<file path="src/design/eeprom_port_pkg.sv">
// Constants and types shared by the dual mode identification EEPROM port
`default_nettype none
package eeprom_port_pkg;
	// System clock rate
	localparam int CLK_MHZ = 125;
	// Bus input glitch suppression, longest ignored pulse
	localparam int FILTER_NS = 100;
	localparam int FILTER_CYC = (FILTER_NS * CLK_MHZ) / 1000;
	// Self-timed program cycle, longest time
	localparam int WRITE_MS = 5;
	localparam int WRITE_CYC = WRITE_MS * CLK_MHZ * 1000;
	// Start addresses chosen during initialisation
	localparam logic [6:0] ADDR_TOP = 7'h7F;
	localparam logic [6:0] ADDR_BOTTOM = 7'h00;
	// Fixed upper nibble of the slave address
	localparam logic [3:0] DEV_CODE = 4'hA;
	// Bit slot indices: last data bit and the ninth slot
	localparam logic [3:0] LAST_BIT = 4'h7;
	localparam logic [3:0] NINTH_SLOT = 4'h8;
	// Write FIFO shape: address and data per entry
	localparam int FIFO_W = 15;
	localparam int FIFO_D = 4;
	// Two-wire bus states, Gray along the write path
	typedef enum logic [2:0] {
		BUS_IDLE = 3'h0,
		BUS_DEV  = 3'h1,
		BUS_WADR = 3'h3,
		BUS_WDAT = 3'h2,
		BUS_RDAT = 3'h6
	} bus_state_type;
endpackage : eeprom_port_pkg
`default_nettype wire

</file>
<file path="src/design/dual_mode_display_id_eeprom_port.sv">
// Dual mode identification EEPROM front end with filter and write FIFO
`timescale 1ns/10ps
`default_nettype none

// Synchroniser and glitch filter for one bus pin
module glitch_filter #(
	parameter int CYC = 12
) (
	// Clock and reset
	input  wire logic sys_clk_i,
	input  wire logic nrst_i,
	// Raw pin and filtered level
	input  wire logic pin_i,
	output logic      level_o
);
	typedef struct packed {
		logic       s1;     // First sync stage
		logic       s2;     // Second sync stage
		logic       level;  // Accepted level
		logic [7:0] cnt;    // Cycles the pin has disagreed
	} filt_type;
	filt_type st, next_st;

	// Accept a new level only after CYC steady cycles
	always_comb begin
		next_st = st;
		next_st.s1 = pin_i;
		next_st.s2 = st.s1;
		if (st.s2 == st.level) begin
			next_st.cnt = 8'h00;
		end else if (st.cnt == 8'(CYC - 1)) begin
			next_st.level = st.s2;
			next_st.cnt = 8'h00;
		end else begin
			next_st.cnt = st.cnt + 8'h01;
		end
	end

	// Idle bus reads high
	always_ff @(posedge sys_clk_i) begin
		if (!nrst_i) begin
			st <= '{s1: 1'b1, s2: 1'b1, level: 1'b1, cnt: 8'h00};
		end else begin
			st <= next_st;
		end
	end

	assign level_o = st.level;

	a_filter_steady: assert property (
		@(posedge sys_clk_i) disable iff (!nrst_i)
		$changed(st.level) |-> $past(st.cnt) == 8'(CYC - 1))
		else $error("filtered level moved before the suppression time");
endmodule : glitch_filter

// Small FIFO of write entries
module write_fifo #(
	parameter int W = 15,
	parameter int D = 4
) (
	// Clock and reset
	input  wire logic         sys_clk_i,
	input  wire logic         nrst_i,
	// Fill side
	input  wire logic         in_valid_i,
	output logic              in_ready_o,
	input  wire logic [W-1:0] in_data_i,
	// Drain side
	output logic              out_valid_o,
	input  wire logic         out_ready_i,
	output logic [W-1:0]      out_data_o
);
	localparam int AW = $clog2(D);
	typedef struct packed {
		logic [D-1:0][W-1:0] mem; // Entry storage
		logic [AW-1:0]       wr;  // Write index
		logic [AW-1:0]       rd;  // Read index
		logic [AW:0]         cnt; // Entries held
	} fifo_type;
	fifo_type st, next_st;
	logic push;
	logic pop;

	// Pointer and count update
	always_comb begin
		next_st = st;
		push = in_valid_i && in_ready_o;
		pop = out_valid_o && out_ready_i;
		if (push) begin
			next_st.mem[st.wr] = in_data_i;
			next_st.wr = st.wr + AW'(1);
		end
		if (pop) begin
			next_st.rd = st.rd + AW'(1);
		end
		next_st.cnt = st.cnt + (AW+1)'(push) - (AW+1)'(pop);
	end

	always_ff @(posedge sys_clk_i) begin
		if (!nrst_i) begin
			st <= '0;
		end else begin
			st <= next_st;
		end
	end

	assign in_ready_o = st.cnt != (AW+1)'(D);
	assign out_valid_o = st.cnt != '0;
	assign out_data_o = st.mem[st.rd];
endmodule : write_fifo

module dual_mode_display_id_eeprom_port #(
	parameter int WRITE_CYCLES = eeprom_port_pkg::WRITE_CYC
) (
	// Clock and power-up reset
	input  wire logic sys_clk_i,
	input  wire logic nrst_i,
	// Link pins
	input  wire logic transmit_only_clock_i,
	input  wire logic bus_clock_i,
	input  wire logic bus_data_i,
	output logic      bus_data_o,
	output logic      bus_data_oe_o,
	// Status
	output logic      bidir_mode_o,
	output logic      program_busy_o
);
	typedef struct packed {
		logic                          transmit_only_clock_s1;    // Transmit clock sync 1
		logic                          transmit_only_clock_s2;    // Transmit clock sync 2
		logic                          transmit_only_clock_d;     // Previous synced level
		logic                          scl_d;      // Previous filtered clock
		logic                          sda_d;      // Previous filtered data
		logic                          bidir;      // Mode latch
		logic [3:0]                    init_cnt;   // Initialisation clocks seen
		logic                          init_done;  // Stream may start
		logic                          start_high; // Data level during init
		logic [3:0]                    tx_bit;     // Stream bit slot
		logic [7:0]                    tx_byte;    // Stream shifter
		logic [6:0]                    addr;       // Shared address counter
		logic [127:0][7:0]             mem;        // Array contents
		eeprom_port_pkg::bus_state_type state;     // Bus state
		logic [3:0]                    bit_cnt;    // Bus bit slot
		logic [7:0]                    rx;         // Receive shifter
		logic [7:0]                    sh;         // Read shifter
		logic                          oe;         // Pull data low
		logic                          pend;       // Write data waiting
		logic                          prog;       // Program cycle running
		logic [19:0]                   prog_cnt;   // Program cycle timer
	} port_type;
	port_type st, next_st;

	logic scl;         // Filtered bus clock
	logic sda;         // Filtered data
	logic push;        // Write entry accepted
	logic fifo_ready;  // FIFO has room
	logic fifo_valid;  // FIFO holds an entry
	logic pop;         // Entry committed to the array
	logic [14:0] fifo_q;
	logic vr, vf, sr, sf, start_c, stop_c;

	// Both bus pins go through the same filter
	glitch_filter #(.CYC(eeprom_port_pkg::FILTER_CYC)) u_scl_filt (
		.sys_clk_i(sys_clk_i), .nrst_i(nrst_i), .pin_i(bus_clock_i), .level_o(scl));
	glitch_filter #(.CYC(eeprom_port_pkg::FILTER_CYC)) u_sda_filt (
		.sys_clk_i(sys_clk_i), .nrst_i(nrst_i), .pin_i(bus_data_i), .level_o(sda));

	// Written bytes wait here until the program cycle commits them
	write_fifo #(.W(eeprom_port_pkg::FIFO_W), .D(eeprom_port_pkg::FIFO_D)) u_fifo (
		.sys_clk_i(sys_clk_i), .nrst_i(nrst_i),
		.in_valid_i(push), .in_ready_o(fifo_ready), .in_data_i({st.addr, st.rx}),
		.out_valid_o(fifo_valid), .out_ready_i(pop), .out_data_o(fifo_q));

	// Edge and condition detection on synced or filtered levels
	assign vr = st.transmit_only_clock_s2 && !st.transmit_only_clock_d;
	assign vf = !st.transmit_only_clock_s2 && st.transmit_only_clock_d;
	assign sr = scl && !st.scl_d;
	assign sf = !scl && st.scl_d;
	assign start_c = scl && st.scl_d && st.sda_d && !sda;
	assign stop_c = scl && st.scl_d && !st.sda_d && sda;
	assign pop = fifo_valid && st.prog;

	// Whole port: stream mode, bus mode and program cycle
	always_comb begin
		next_st = st;
		push = 1'b0;
		next_st.transmit_only_clock_s1 = transmit_only_clock_i;
		next_st.transmit_only_clock_s2 = st.transmit_only_clock_s1;
		next_st.transmit_only_clock_d = st.transmit_only_clock_s2;
		next_st.scl_d = scl;
		next_st.sda_d = sda;
		// Program cycle drains the FIFO then times out
		if (pop) begin
			next_st.mem[fifo_q[14:8]] = fifo_q[7:0];
		end
		if (st.prog) begin
			next_st.prog_cnt = st.prog_cnt + 20'h00001;
			if (st.prog_cnt == 20'(WRITE_CYCLES - 1)) begin
				next_st.prog = 1'b0;
			end
		end
		if (!st.bidir) begin
			if (sf) begin
				// Any bus clock fall leaves stream mode for good
				next_st.bidir = 1'b1;
				next_st.oe = 1'b0;
				next_st.state = eeprom_port_pkg::BUS_IDLE;
			end else if (vr && !st.init_done) begin
				// Init clocks: keep sampling the data level
				next_st.init_cnt = st.init_cnt + 4'h1;
				if (st.init_cnt < eeprom_port_pkg::NINTH_SLOT) begin
					next_st.start_high = sda;
				end else begin
					next_st.init_done = 1'b1;
					next_st.tx_bit = eeprom_port_pkg::NINTH_SLOT;
					next_st.addr = st.start_high ? eeprom_port_pkg::ADDR_TOP
						: eeprom_port_pkg::ADDR_BOTTOM;
				end
			end else if (vf && st.init_done) begin
				// Data moves on the falling edge, host samples on rising
				if (st.tx_bit == eeprom_port_pkg::NINTH_SLOT) begin
					next_st.tx_byte = st.mem[st.addr];
					next_st.oe = !st.mem[st.addr][7];
					next_st.tx_bit = 4'h0;
					next_st.addr = st.addr + 7'h01;
				end else if (st.tx_bit == eeprom_port_pkg::LAST_BIT) begin
					next_st.oe = 1'b0;
					next_st.tx_bit = eeprom_port_pkg::NINTH_SLOT;
				end else begin
					next_st.tx_byte = {st.tx_byte[6:0], 1'b0};
					next_st.oe = !st.tx_byte[6];
					next_st.tx_bit = st.tx_bit + 4'h1;
				end
			end
		end else if (stop_c) begin
			// Stop ends the frame and, if write data is waiting, launches programming
			next_st.state = eeprom_port_pkg::BUS_IDLE;
			next_st.oe = 1'b0;
			if (st.pend) begin
				next_st.prog = 1'b1;
				next_st.prog_cnt = 20'h00000;
				next_st.pend = 1'b0;
			end
		end else if (start_c) begin
			// While programming the interface stays deaf
			next_st.state = st.prog ? eeprom_port_pkg::BUS_IDLE
				: eeprom_port_pkg::BUS_DEV;
			// The clock fall after a start wraps to slot 0, as after an ack
			next_st.bit_cnt = eeprom_port_pkg::NINTH_SLOT;
			next_st.oe = 1'b0;
		end else if (sr && st.state != eeprom_port_pkg::BUS_IDLE) begin
			// Sample on the rising bus clock
			if (st.bit_cnt < eeprom_port_pkg::NINTH_SLOT) begin
				next_st.rx = {st.rx[6:0], sda};
			end else if (st.state == eeprom_port_pkg::BUS_RDAT && sda) begin
				next_st.state = eeprom_port_pkg::BUS_IDLE; // No master ack
			end
		end else if (sf && st.state != eeprom_port_pkg::BUS_IDLE) begin
			// Drive on the falling bus clock
			next_st.bit_cnt = (st.bit_cnt == eeprom_port_pkg::NINTH_SLOT) ? 4'h0
				: st.bit_cnt + 4'h1;
			next_st.oe = 1'b0;
			if (st.bit_cnt == eeprom_port_pkg::LAST_BIT) begin
				unique case (st.state)
					eeprom_port_pkg::BUS_DEV: begin
						if (st.rx[7:4] == eeprom_port_pkg::DEV_CODE) begin
							next_st.oe = 1'b1;
							next_st.state = st.rx[0] ? eeprom_port_pkg::BUS_RDAT
								: eeprom_port_pkg::BUS_WADR;
						end else begin
							next_st.state = eeprom_port_pkg::BUS_IDLE;
						end
					end
					eeprom_port_pkg::BUS_WADR: begin
						next_st.addr = st.rx[6:0];
						next_st.oe = 1'b1;
						next_st.state = eeprom_port_pkg::BUS_WDAT;
					end
					eeprom_port_pkg::BUS_WDAT: begin
						// Low transmit clock or a full FIFO: no ack
						if (st.transmit_only_clock_s2 && fifo_ready) begin
							push = 1'b1;
							next_st.oe = 1'b1;
							next_st.pend = 1'b1;
							next_st.addr = {st.addr[6:4], st.addr[3:0] + 4'h1};
						end else begin
							next_st.state = eeprom_port_pkg::BUS_IDLE;
						end
					end
					eeprom_port_pkg::BUS_RDAT: begin
						next_st.oe = 1'b0; // Master acks here
					end
					default: begin
						next_st.state = eeprom_port_pkg::BUS_IDLE;
					end
				endcase
			end else if (st.state == eeprom_port_pkg::BUS_RDAT) begin
				if (st.bit_cnt == eeprom_port_pkg::NINTH_SLOT) begin
					next_st.sh = st.mem[st.addr];
					next_st.oe = !st.mem[st.addr][7];
					next_st.addr = st.addr + 7'h01;
				end else begin
					next_st.sh = {st.sh[6:0], 1'b0};
					next_st.oe = !st.sh[6];
				end
			end
		end
	end

	// Power-up reset clears everything but the pin history, including the array
	always_ff @(posedge sys_clk_i) begin
		if (!nrst_i) begin
			st <= '0;
			// Pin history starts at the idle high level, so no false edge follows reset
			{st.transmit_only_clock_s1, st.transmit_only_clock_s2, st.transmit_only_clock_d, st.scl_d, st.sda_d} <= 5'h1F;
		end else begin
			st <= next_st;
		end
	end

	// Open drain: the pad value is always low
	assign bus_data_o = 1'b0;
	assign bus_data_oe_o = st.oe;
	assign bidir_mode_o = st.bidir;
	assign program_busy_o = st.prog;

	a_pad_never_high: assert property (
		@(posedge sys_clk_i) disable iff (!nrst_i) bus_data_o == 1'b0)
		else $error("data pad driven high");
	a_mode_switch_fall: assert property (
		@(posedge sys_clk_i) disable iff (!nrst_i) !st.bidir && sf |=> st.bidir)
		else $error("bus clock fall did not switch mode");
	a_mode_stays_bidir: assert property (
		@(posedge sys_clk_i) disable iff (!nrst_i) st.bidir |=> st.bidir)
		else $error("left bidirectional mode");
	a_init_line_free: assert property (
		@(posedge sys_clk_i) disable iff (!nrst_i) !st.bidir && !st.init_done |-> !st.oe)
		else $error("data driven during initialisation");
	a_start_addr_pick: assert property (
		@(posedge sys_clk_i) disable iff (!nrst_i)
		!st.bidir && !sf && vr && !st.init_done && st.init_cnt == 4'h8
		|=> st.addr == ($past(st.start_high) ? 7'h7F : 7'h00))
		else $error("wrong start address");
	a_ninth_slot_free: assert property (
		@(posedge sys_clk_i) disable iff (!nrst_i)
		!st.bidir && st.tx_bit == 4'h8 |-> !st.oe)
		else $error("ninth bit not released");
	a_addr_wraps: assert property (
		@(posedge sys_clk_i) disable iff (!nrst_i)
		!st.bidir && !sf && vf && st.init_done && st.tx_bit == 4'h8 && st.addr == 7'h7F
		|=> st.addr == 7'h00)
		else $error("address did not wrap");
	a_write_needs_transmit_only_clock: assert property (
		@(posedge sys_clk_i) disable iff (!nrst_i) push |-> st.transmit_only_clock_s2 ##1 st.pend)
		else $error("write taken with transmit clock low");
	a_busy_no_ack: assert property (
		@(posedge sys_clk_i) disable iff (!nrst_i)
		st.prog |-> st.state == eeprom_port_pkg::BUS_IDLE && !st.oe)
		else $error("interface active while programming");
	a_prog_bounded: assert property (
		@(posedge sys_clk_i) disable iff (!nrst_i)
		st.prog |-> st.prog_cnt < 20'(WRITE_CYCLES))
		else $error("program cycle overran");
endmodule : dual_mode_display_id_eeprom_port
`default_nettype wire

</file>
<file path="config.mk">
export PLATFORM = sky130hd
export DESIGN_NAME = dual_mode_display_id_eeprom_port
export DESIGN_NICKNAME = d
export VERILOG_FILES = /design/src/design/eeprom_port_pkg.sv /design/src/design/dual_mode_display_id_eeprom_port.sv
export SDC_FILE = /design/constraint.sdc
export NUM_CORES = 2
export LEC_CHECK = 0
export BUFFER_PORTS_ARGS = -buffer_cell sky130_fd_sc_hd__buf_2
export CORE_UTILIZATION = 55
export CTS_CLUSTER_SIZE = 8
export DETAILED_ROUTE_END_ITERATION = 10
export HOLD_SLACK_MARGIN = 0.1
export PLACE_DENSITY = 0.73
export SLEW_MARGIN = 30
export SYNTH_ARGS = -nofsm -noshare
export SYNTH_HDL_FRONTEND = slang
export SYNTH_SLANG_ARGS = --single-unit
</file>
<file path="constraint.sdc">
create_clock -name sys_clk_i -period 2.89 [get_ports sys_clk_i]
set_clock_uncertainty 0.05 [all_clocks]
set_input_delay 0.289 -clock sys_clk_i [delete_from_list [all_inputs] [get_ports sys_clk_i]]
set_output_delay 0.289 -clock sys_clk_i [all_outputs]
set_load 0.01 [all_outputs]
</file>
== Word-level counts from Yosys, hierarchy flattened ==
Cells that the tools add are included.
Word-level totals
  logic and storage cells: 380
  register bits after elaboration: 1189
Cells by class
  reductions and logical operators: 59
  bitwise operators: 11
  add/subtract/negate cells: 12
  multiplexer cells: 85
  order comparisons: 8
  equal/unequal tests: 41
Operator list (number)
  $bwmux W1024: 1
  $mux W7: 14
  $mux W21: 4
  $bwmux W60: 1
  $bmux W8 S7: 1
  $demux W8 S7: 1
  $mux W8: 5
  $mux W19: 2
  $bmux W15 S2: 1
  $demux W15 S2: 1
  $mux W15: 2
  $mux W3: 10
  $mux W1: 26
  $mux W25: 1
  $mux W4: 6
  $reduce_and A12 Y1: 2
  $reduce_and A7 Y1: 3
  $add A20 B1 Y20 const B: 1
  $eq A20 B20 Y1 const B: 1
  $logic_and A1 B1 Y1: 20
  $reduce_and A4 Y1: 5
  $add A4 B1 Y4 const B: 4
  $add A8 B1 Y8 const B: 2
  $eq A8 B4 Y1 const B: 2
  41 further kinds: 100

== Logic depth before layout (Yosys ltp) ==
  depth after elaboration: 13
  gate-level depth with buffers: 12
  depth with buffers taken out: 9

== Cells and area by module ==
Synthesis repeated with hierarchy kept, for this count alone.
Second synthesis, totals
  cell total of the unflattened synthesis: 5678
  area, all modules: 53213.5 sq um
Modules (own cells, without submodules)
  dual_mode_display_id_eeprom_port: instances 1, cells each 5307, area an instance 49266.0 sq um, sequential area each 22001.1 sq um
  write_fifo: instances 1, cells each 275, area an instance 3045.4 sq um, sequential area each 1341.3 sq um
  glitch_filter at u_sda_filt: instances 1, cells each 49, area an instance 454.2 sq um, sequential area each 220.2 sq um
  glitch_filter at u_scl_filt: instances 1, cells each 47, area an instance 447.9 sq um, sequential area each 220.2 sq um

== Least setup slack after synthesis ==
Ideal clock, no wire load.
  path kind: register to register
  start point: register st[1070] (netlist name)
  end point: register st[28] (netlist name)
  buffers on the path: 5
  data arrival time: 2542 ps
  clock period less this slack: 2732 ps
  setup slack: 158 ps
  library setup time: 139 ps
  cell stages (with the launch flop): 12
  cell sequence: dfxtp_1 -> buf_2 -> buf_4 -> buf_2 -> buf_2 -> buf_2 -> mux2i_1 -> a22oi_1 -> a31oi_1 -> nand3_1 -> nor4b_1 -> o221ai_1
Between the ends
  longest elaborated chain between the ends: 3
Ends and longest elaborated chain
  start, declared: line dual_mode_display_id_eeprom_port.sv:151  | port_type st, next_st;
  start signal, assigned: line dual_mode_display_id_eeprom_port.sv:317  | st <= next_st;
  $bmux W8 S7: line dual_mode_display_id_eeprom_port.sv:299  | next_st.sh = st.mem[st.addr];
  $mux W8
  $mux W8: line dual_mode_display_id_eeprom_port.sv:298  | if (st.bit_cnt == eeprom_port_pkg::NINTH_SLOT) begin
Every way passes these cells. The select of a mux whose other input is x is not followed.
A chain may end at the register's enable or synchronous reset.

== Worst setup path in the final report ==
  start point: register st[1073] (netlist name)
  end point: register st (netlist bit bus_data_oe_o)
Between the ends
  longest elaborated chain between the ends: 11
Ends and longest elaborated chain
  $bmux W8 S7 *: line dual_mode_display_id_eeprom_port.sv:223, dual_mode_display_id_eeprom_port.sv:300
  $mux W8 (implied by the code) *: line dual_mode_display_id_eeprom_port.sv:223, dual_mode_display_id_eeprom_port.sv:300
  $logic_not A1 Y1 *: line dual_mode_display_id_eeprom_port.sv:223, dual_mode_display_id_eeprom_port.sv:300
  $mux W8: line dual_mode_display_id_eeprom_port.sv:298
  $mux W1: line dual_mode_display_id_eeprom_port.sv:297  | end else if (st.state == eeprom_port_pkg::BUS_RDAT) begin
  $mux W1: line dual_mode_display_id_eeprom_port.sv:263  | if (st.bit_cnt == eeprom_port_pkg::LAST_BIT) begin
  $mux W2: line dual_mode_display_id_eeprom_port.sv:258  | end else if (sf && st.state != eeprom_port_pkg::BUS_IDLE) begin
  $mux W2: line dual_mode_display_id_eeprom_port.sv:251  | end else if (sr && st.state != eeprom_port_pkg::BUS_IDLE) begin
  $mux W1: line dual_mode_display_id_eeprom_port.sv:244  | end else if (start_c) begin
  $mux W2: line dual_mode_display_id_eeprom_port.sv:235  | end else if (stop_c) begin
  $mux W1 *: line dual_mode_display_id_eeprom_port.sv:202  | if (!st.bidir) begin
Mark *: on every way between the ends. The rest lies on a longest branch, timed or not. The select of a mux whose other input is x is not followed.

==> impl_metrics.csv <==
group,metric,value,unit
worst_setup_path,path_delay_family,"simple AND/OR/NAND/NOR gates",
yosys,ys_seq_area_share,43.6,%
floorplanning,coreArea,98300,µm²
global_routing,overflow,0,
yosys,synth_area,54500,µm²
power_and_ir_drop,p_leak,21.2,nW
floorplanning,ioPinCount,9,
floorplanning,die_y,317,µm
yosys,synth_area_per_cell,9.32,µm²
layout,fin_area,63300,µm²
layout,nets,5977,
placed_design,post-place-cells,7026,
routing,drc,0,
layout,drive_above_1_share,16.7,%
routing,wire_per_inst,22.7,µm
worst_setup_path,startpoint_type,"flop",
min_path,hold_path_startpoint,"u_scl_filt.next_st[9]",
worst_setup_path,crit_path_frequent_cell,"nand2_1",
power_and_ir_drop,power_density,539,nW/µm²
worst_setup_path,worst-path-max-fanout,14,
power_and_ir_drop,peakVddDrop,0.651,mV
routing,vias,43400,
worst_setup_path,worstSetupEndpointType,"flop",
worst_setup_path,rr_startpoint,"st[1073]",
worst_setup_path,crit_type,"reg -> reg",
yosys,ys_ff_latch,1188,
yosys,syn_inst,5847,
routing,drt_iter0_markers,4555,
yosys,synth-warning-count,0,
power_and_ir_drop,finalPower,0.0341,W
cts,clkTransAtPathRegs,0.06,ns
global_routing,grt_pass1_wl,250000,µm
yosys,synthArstFlopShare,0,%
yosys,synthDistinctLibCells,71,
yosys,syn_nets,5868,
global_routing,grt.total_usage,32.3,%
worst_setup_path,r2r_end,"bus_data_oe_o",
layout,fin_util,64.5,%
routing,via_per_inst,5.97,
yosys,synth_edf_count,0,
timing,tightest_slew,1.01,ns
routing,postRouteAntennaNets,0,
run_status,status,"finished with violations",
placed_design,post_dp_cell_area,57900,µm²
placed_design,hpwl,106000,µm
cts,clockBufferDepth,3,
run,cap_violations,0,
layout,n_fill_cell,7653,
yosys,ys.flop_type,"dfxtp_1",
global_routing,grt_pass1_vias,42100,
cts,cts_max_level,4,
timing,setup_slack,-0.0603,ns
routing,wirelength,165000,µm
timing,hold_viol,0,
placed_design,gp_congestion,0.945,
timing,fin_crit_sh,102,%
timing,max_freq,339,MHz
timing,maxSlewViolCount,0,
floorplanning,dieArea,100000,µm²
worst_setup_path,slowest_stage,"and2_1",
worst_setup_path,crit_arrival,3.55,ns
routing,first_pass_iters,6,
global_routing,antenna_found_initial,5,
worst_setup_path,required,3.49,ns
worst_setup_path,rr_worst_depth,8,
timing,grt_setup_unrepaired,"yes",
layout,final_common_cell,"dfxtp_1",
worst_setup_path,cpPeakStageDelay,0.58,ns
min_path,hold_class,"reg -> reg",
cts,cts.sinks,1188,
placed_design,io_buffers,7,
layout,area_delta_synth_final,16.2,%
floorplanning,initial_core_util,55.5,%
cts,clkLatencyLatePin,0.77,ns
timing,fin_crit,2.95,ns
cts,cts_tree,"yes",
worst_setup_path,path_buf_inv,1,
layout,final_cell_mix,"dfxtp_1 (1,181), nand2_1 (924), o21ai_0 (672)",
timing,setup_viol,3,
timing,tns,-0.0965,ns
min_path,min_to,"u_scl_filt.st[9]",
worst_setup_path,cp_cell_sequence,"buf_4 -> and2_1 -> nand2_1 -> nor2_1 -> a2111oi_0 -> nand2_1 -> nand4_1 -> a32o_1",
floorplanning,die_w,317,µm
timing,slew_headroom,32.5,%
layout,fin_cells,7261,
run_status,violations,"negative setup slack",
worst_setup_path,r2r_setup_slack,-0.06,ns
global_routing,grt_max_degree,193,
cts,numCtsBuffers,166,
floorplanning,num_rows,115,
min_path,min_path_cells,1,
cts,root_buffer,"clkbuf_16",
logic make-up (layout without fill, tap and decap cells):
kind of cell / after synthesis / in the layout / synth area share (%)
other: 1 / 3 / 0.00688
buffers and inverters: 495 / 620 / 3.64
adder cells (fa/ha/maj): 16 / 16 / 0.381
flip-flops: 1188 / 1188 / 43.6
AND/OR/NAND/NOR: 2348 / 2348 / 22.3
multiplexers: 684 / 684 / 17.9
AO/OA/AOI/OAI: 1074 / 1074 / 11.4
XOR/XNOR: 41 / 41 / 0.659
how the worst max path moves through the flow:
stage / slack, ns / start / cells after the start / end
finish: -0.06 / st[1073] / 8 / bus_data_oe_o
global route: -0.08 / st[1070] / 9 / st[24]
CTS: -0.08 / u_fifo.st[3] / 8 / st[338]
detailed placement: -0.45 / st[1070] / 9 / st[29]
global placement: -0.43 / st[1070] / 9 / st[29]
floorplan: 0.16 / st[1070] / 11 / st[28]
synth_stat cells (all sizes together) (11+ instances only):
master  instances  area (µm²)
dfxtp        1188       23800
nand2         956        3590
o21ai         683        3420
and2          603        3770
mux2i         442        4420
nor2b         414        2590
clkbuf        352        1320
mux4          233        5250
nor2          164         823
a21boi        140        1050
buf           118         569
a22oi         101         758
a21oi          63         315
nand3          58         290
nor3           37         298
nand2b         28         175
xor2           26         228
inv            25        93.8
nand4          20         125
ha             15         188
xnor2          15         131
a41oi          13         114
and3           13        81.3
a31oi          11        68.8
o22ai          11        68.8
cell type report:
class	instances	area (µm²)	share of cell area [%]
multi-input cells	4164	29200	46.1
flip-flops and latches	1188	23800	37.6
repair buffers	411	4230	6.67
clock buffers	169	4190	6.61
well taps	1287	1610	2.54
clock inverters	15	245	0.387
inverters	25	93.8	0.148
diodes	2	5.00	0.00790
per-stage QoR:
stage,hold WS (ns),setup WS (ns)
2_1_floorplan,0.336,0.158
3_3_place_gp,0.349,-0.432
3_5_place_dp,0.354,-0.452
4_1_cts,0.368,-0.0828
5_1_grt,0.393,-0.0817
6_report,0.362,-0.0603
worst reg2reg max path, cell delays in order, from the launching register on:
cell and delay [ns]:
dfxtp_2 0.49, buf_4 0.33, and2_1 0.58, nand2_1 0.35, nor2_1 0.17, a2111oi_0 0.08
nand2_1 0.16, nand4_1 0.31, a32o_1 0.33
report_power, final:
group	leakage [nW]	internal, W	total [W]	switching (W)
registers	9.57	0.0164	0.0164	0.00000437
logic	9.50	0.000149	0.000370	0.000222
clock network	2.17	0.0103	0.0173	0.00704
registers in the layout (all words and copies together), names as in the netlist:
signal / count
bidir_mode_o: 1
bus_data_oe_o: 1
next_st: 2
program_busy_o: 1
st: 1094
u_fifo.st: 67
u_scl_filt.level_o: 1
u_scl_filt.next_st: 1
u_scl_filt.st: 9
u_sda_filt.level_o: 1
u_sda_filt.next_st: 1
u_sda_filt.st: 9
per-layer routing:
layer / part of all wire (%) / up-vias / track usage, %
li1: - / 20100 / -
met4: 4.6 / 4 / 16.1
met3: 8.2 / 406 / 6.08
met1: 42 / 20900 / 42.5
met2: 46 / 1899 / 50.9
met5: 0.017 / - / 0
repair_timing:
action	in CTS	in global routing
cloned	0	4
hold endpoints to repair	66	0
setup endpoints to repair	248	584
pin swaps	2	9
setup buffers	1	37
hold buffers	7	0
gates resized for setup	43	73
(Power assumes the default switching activity.)
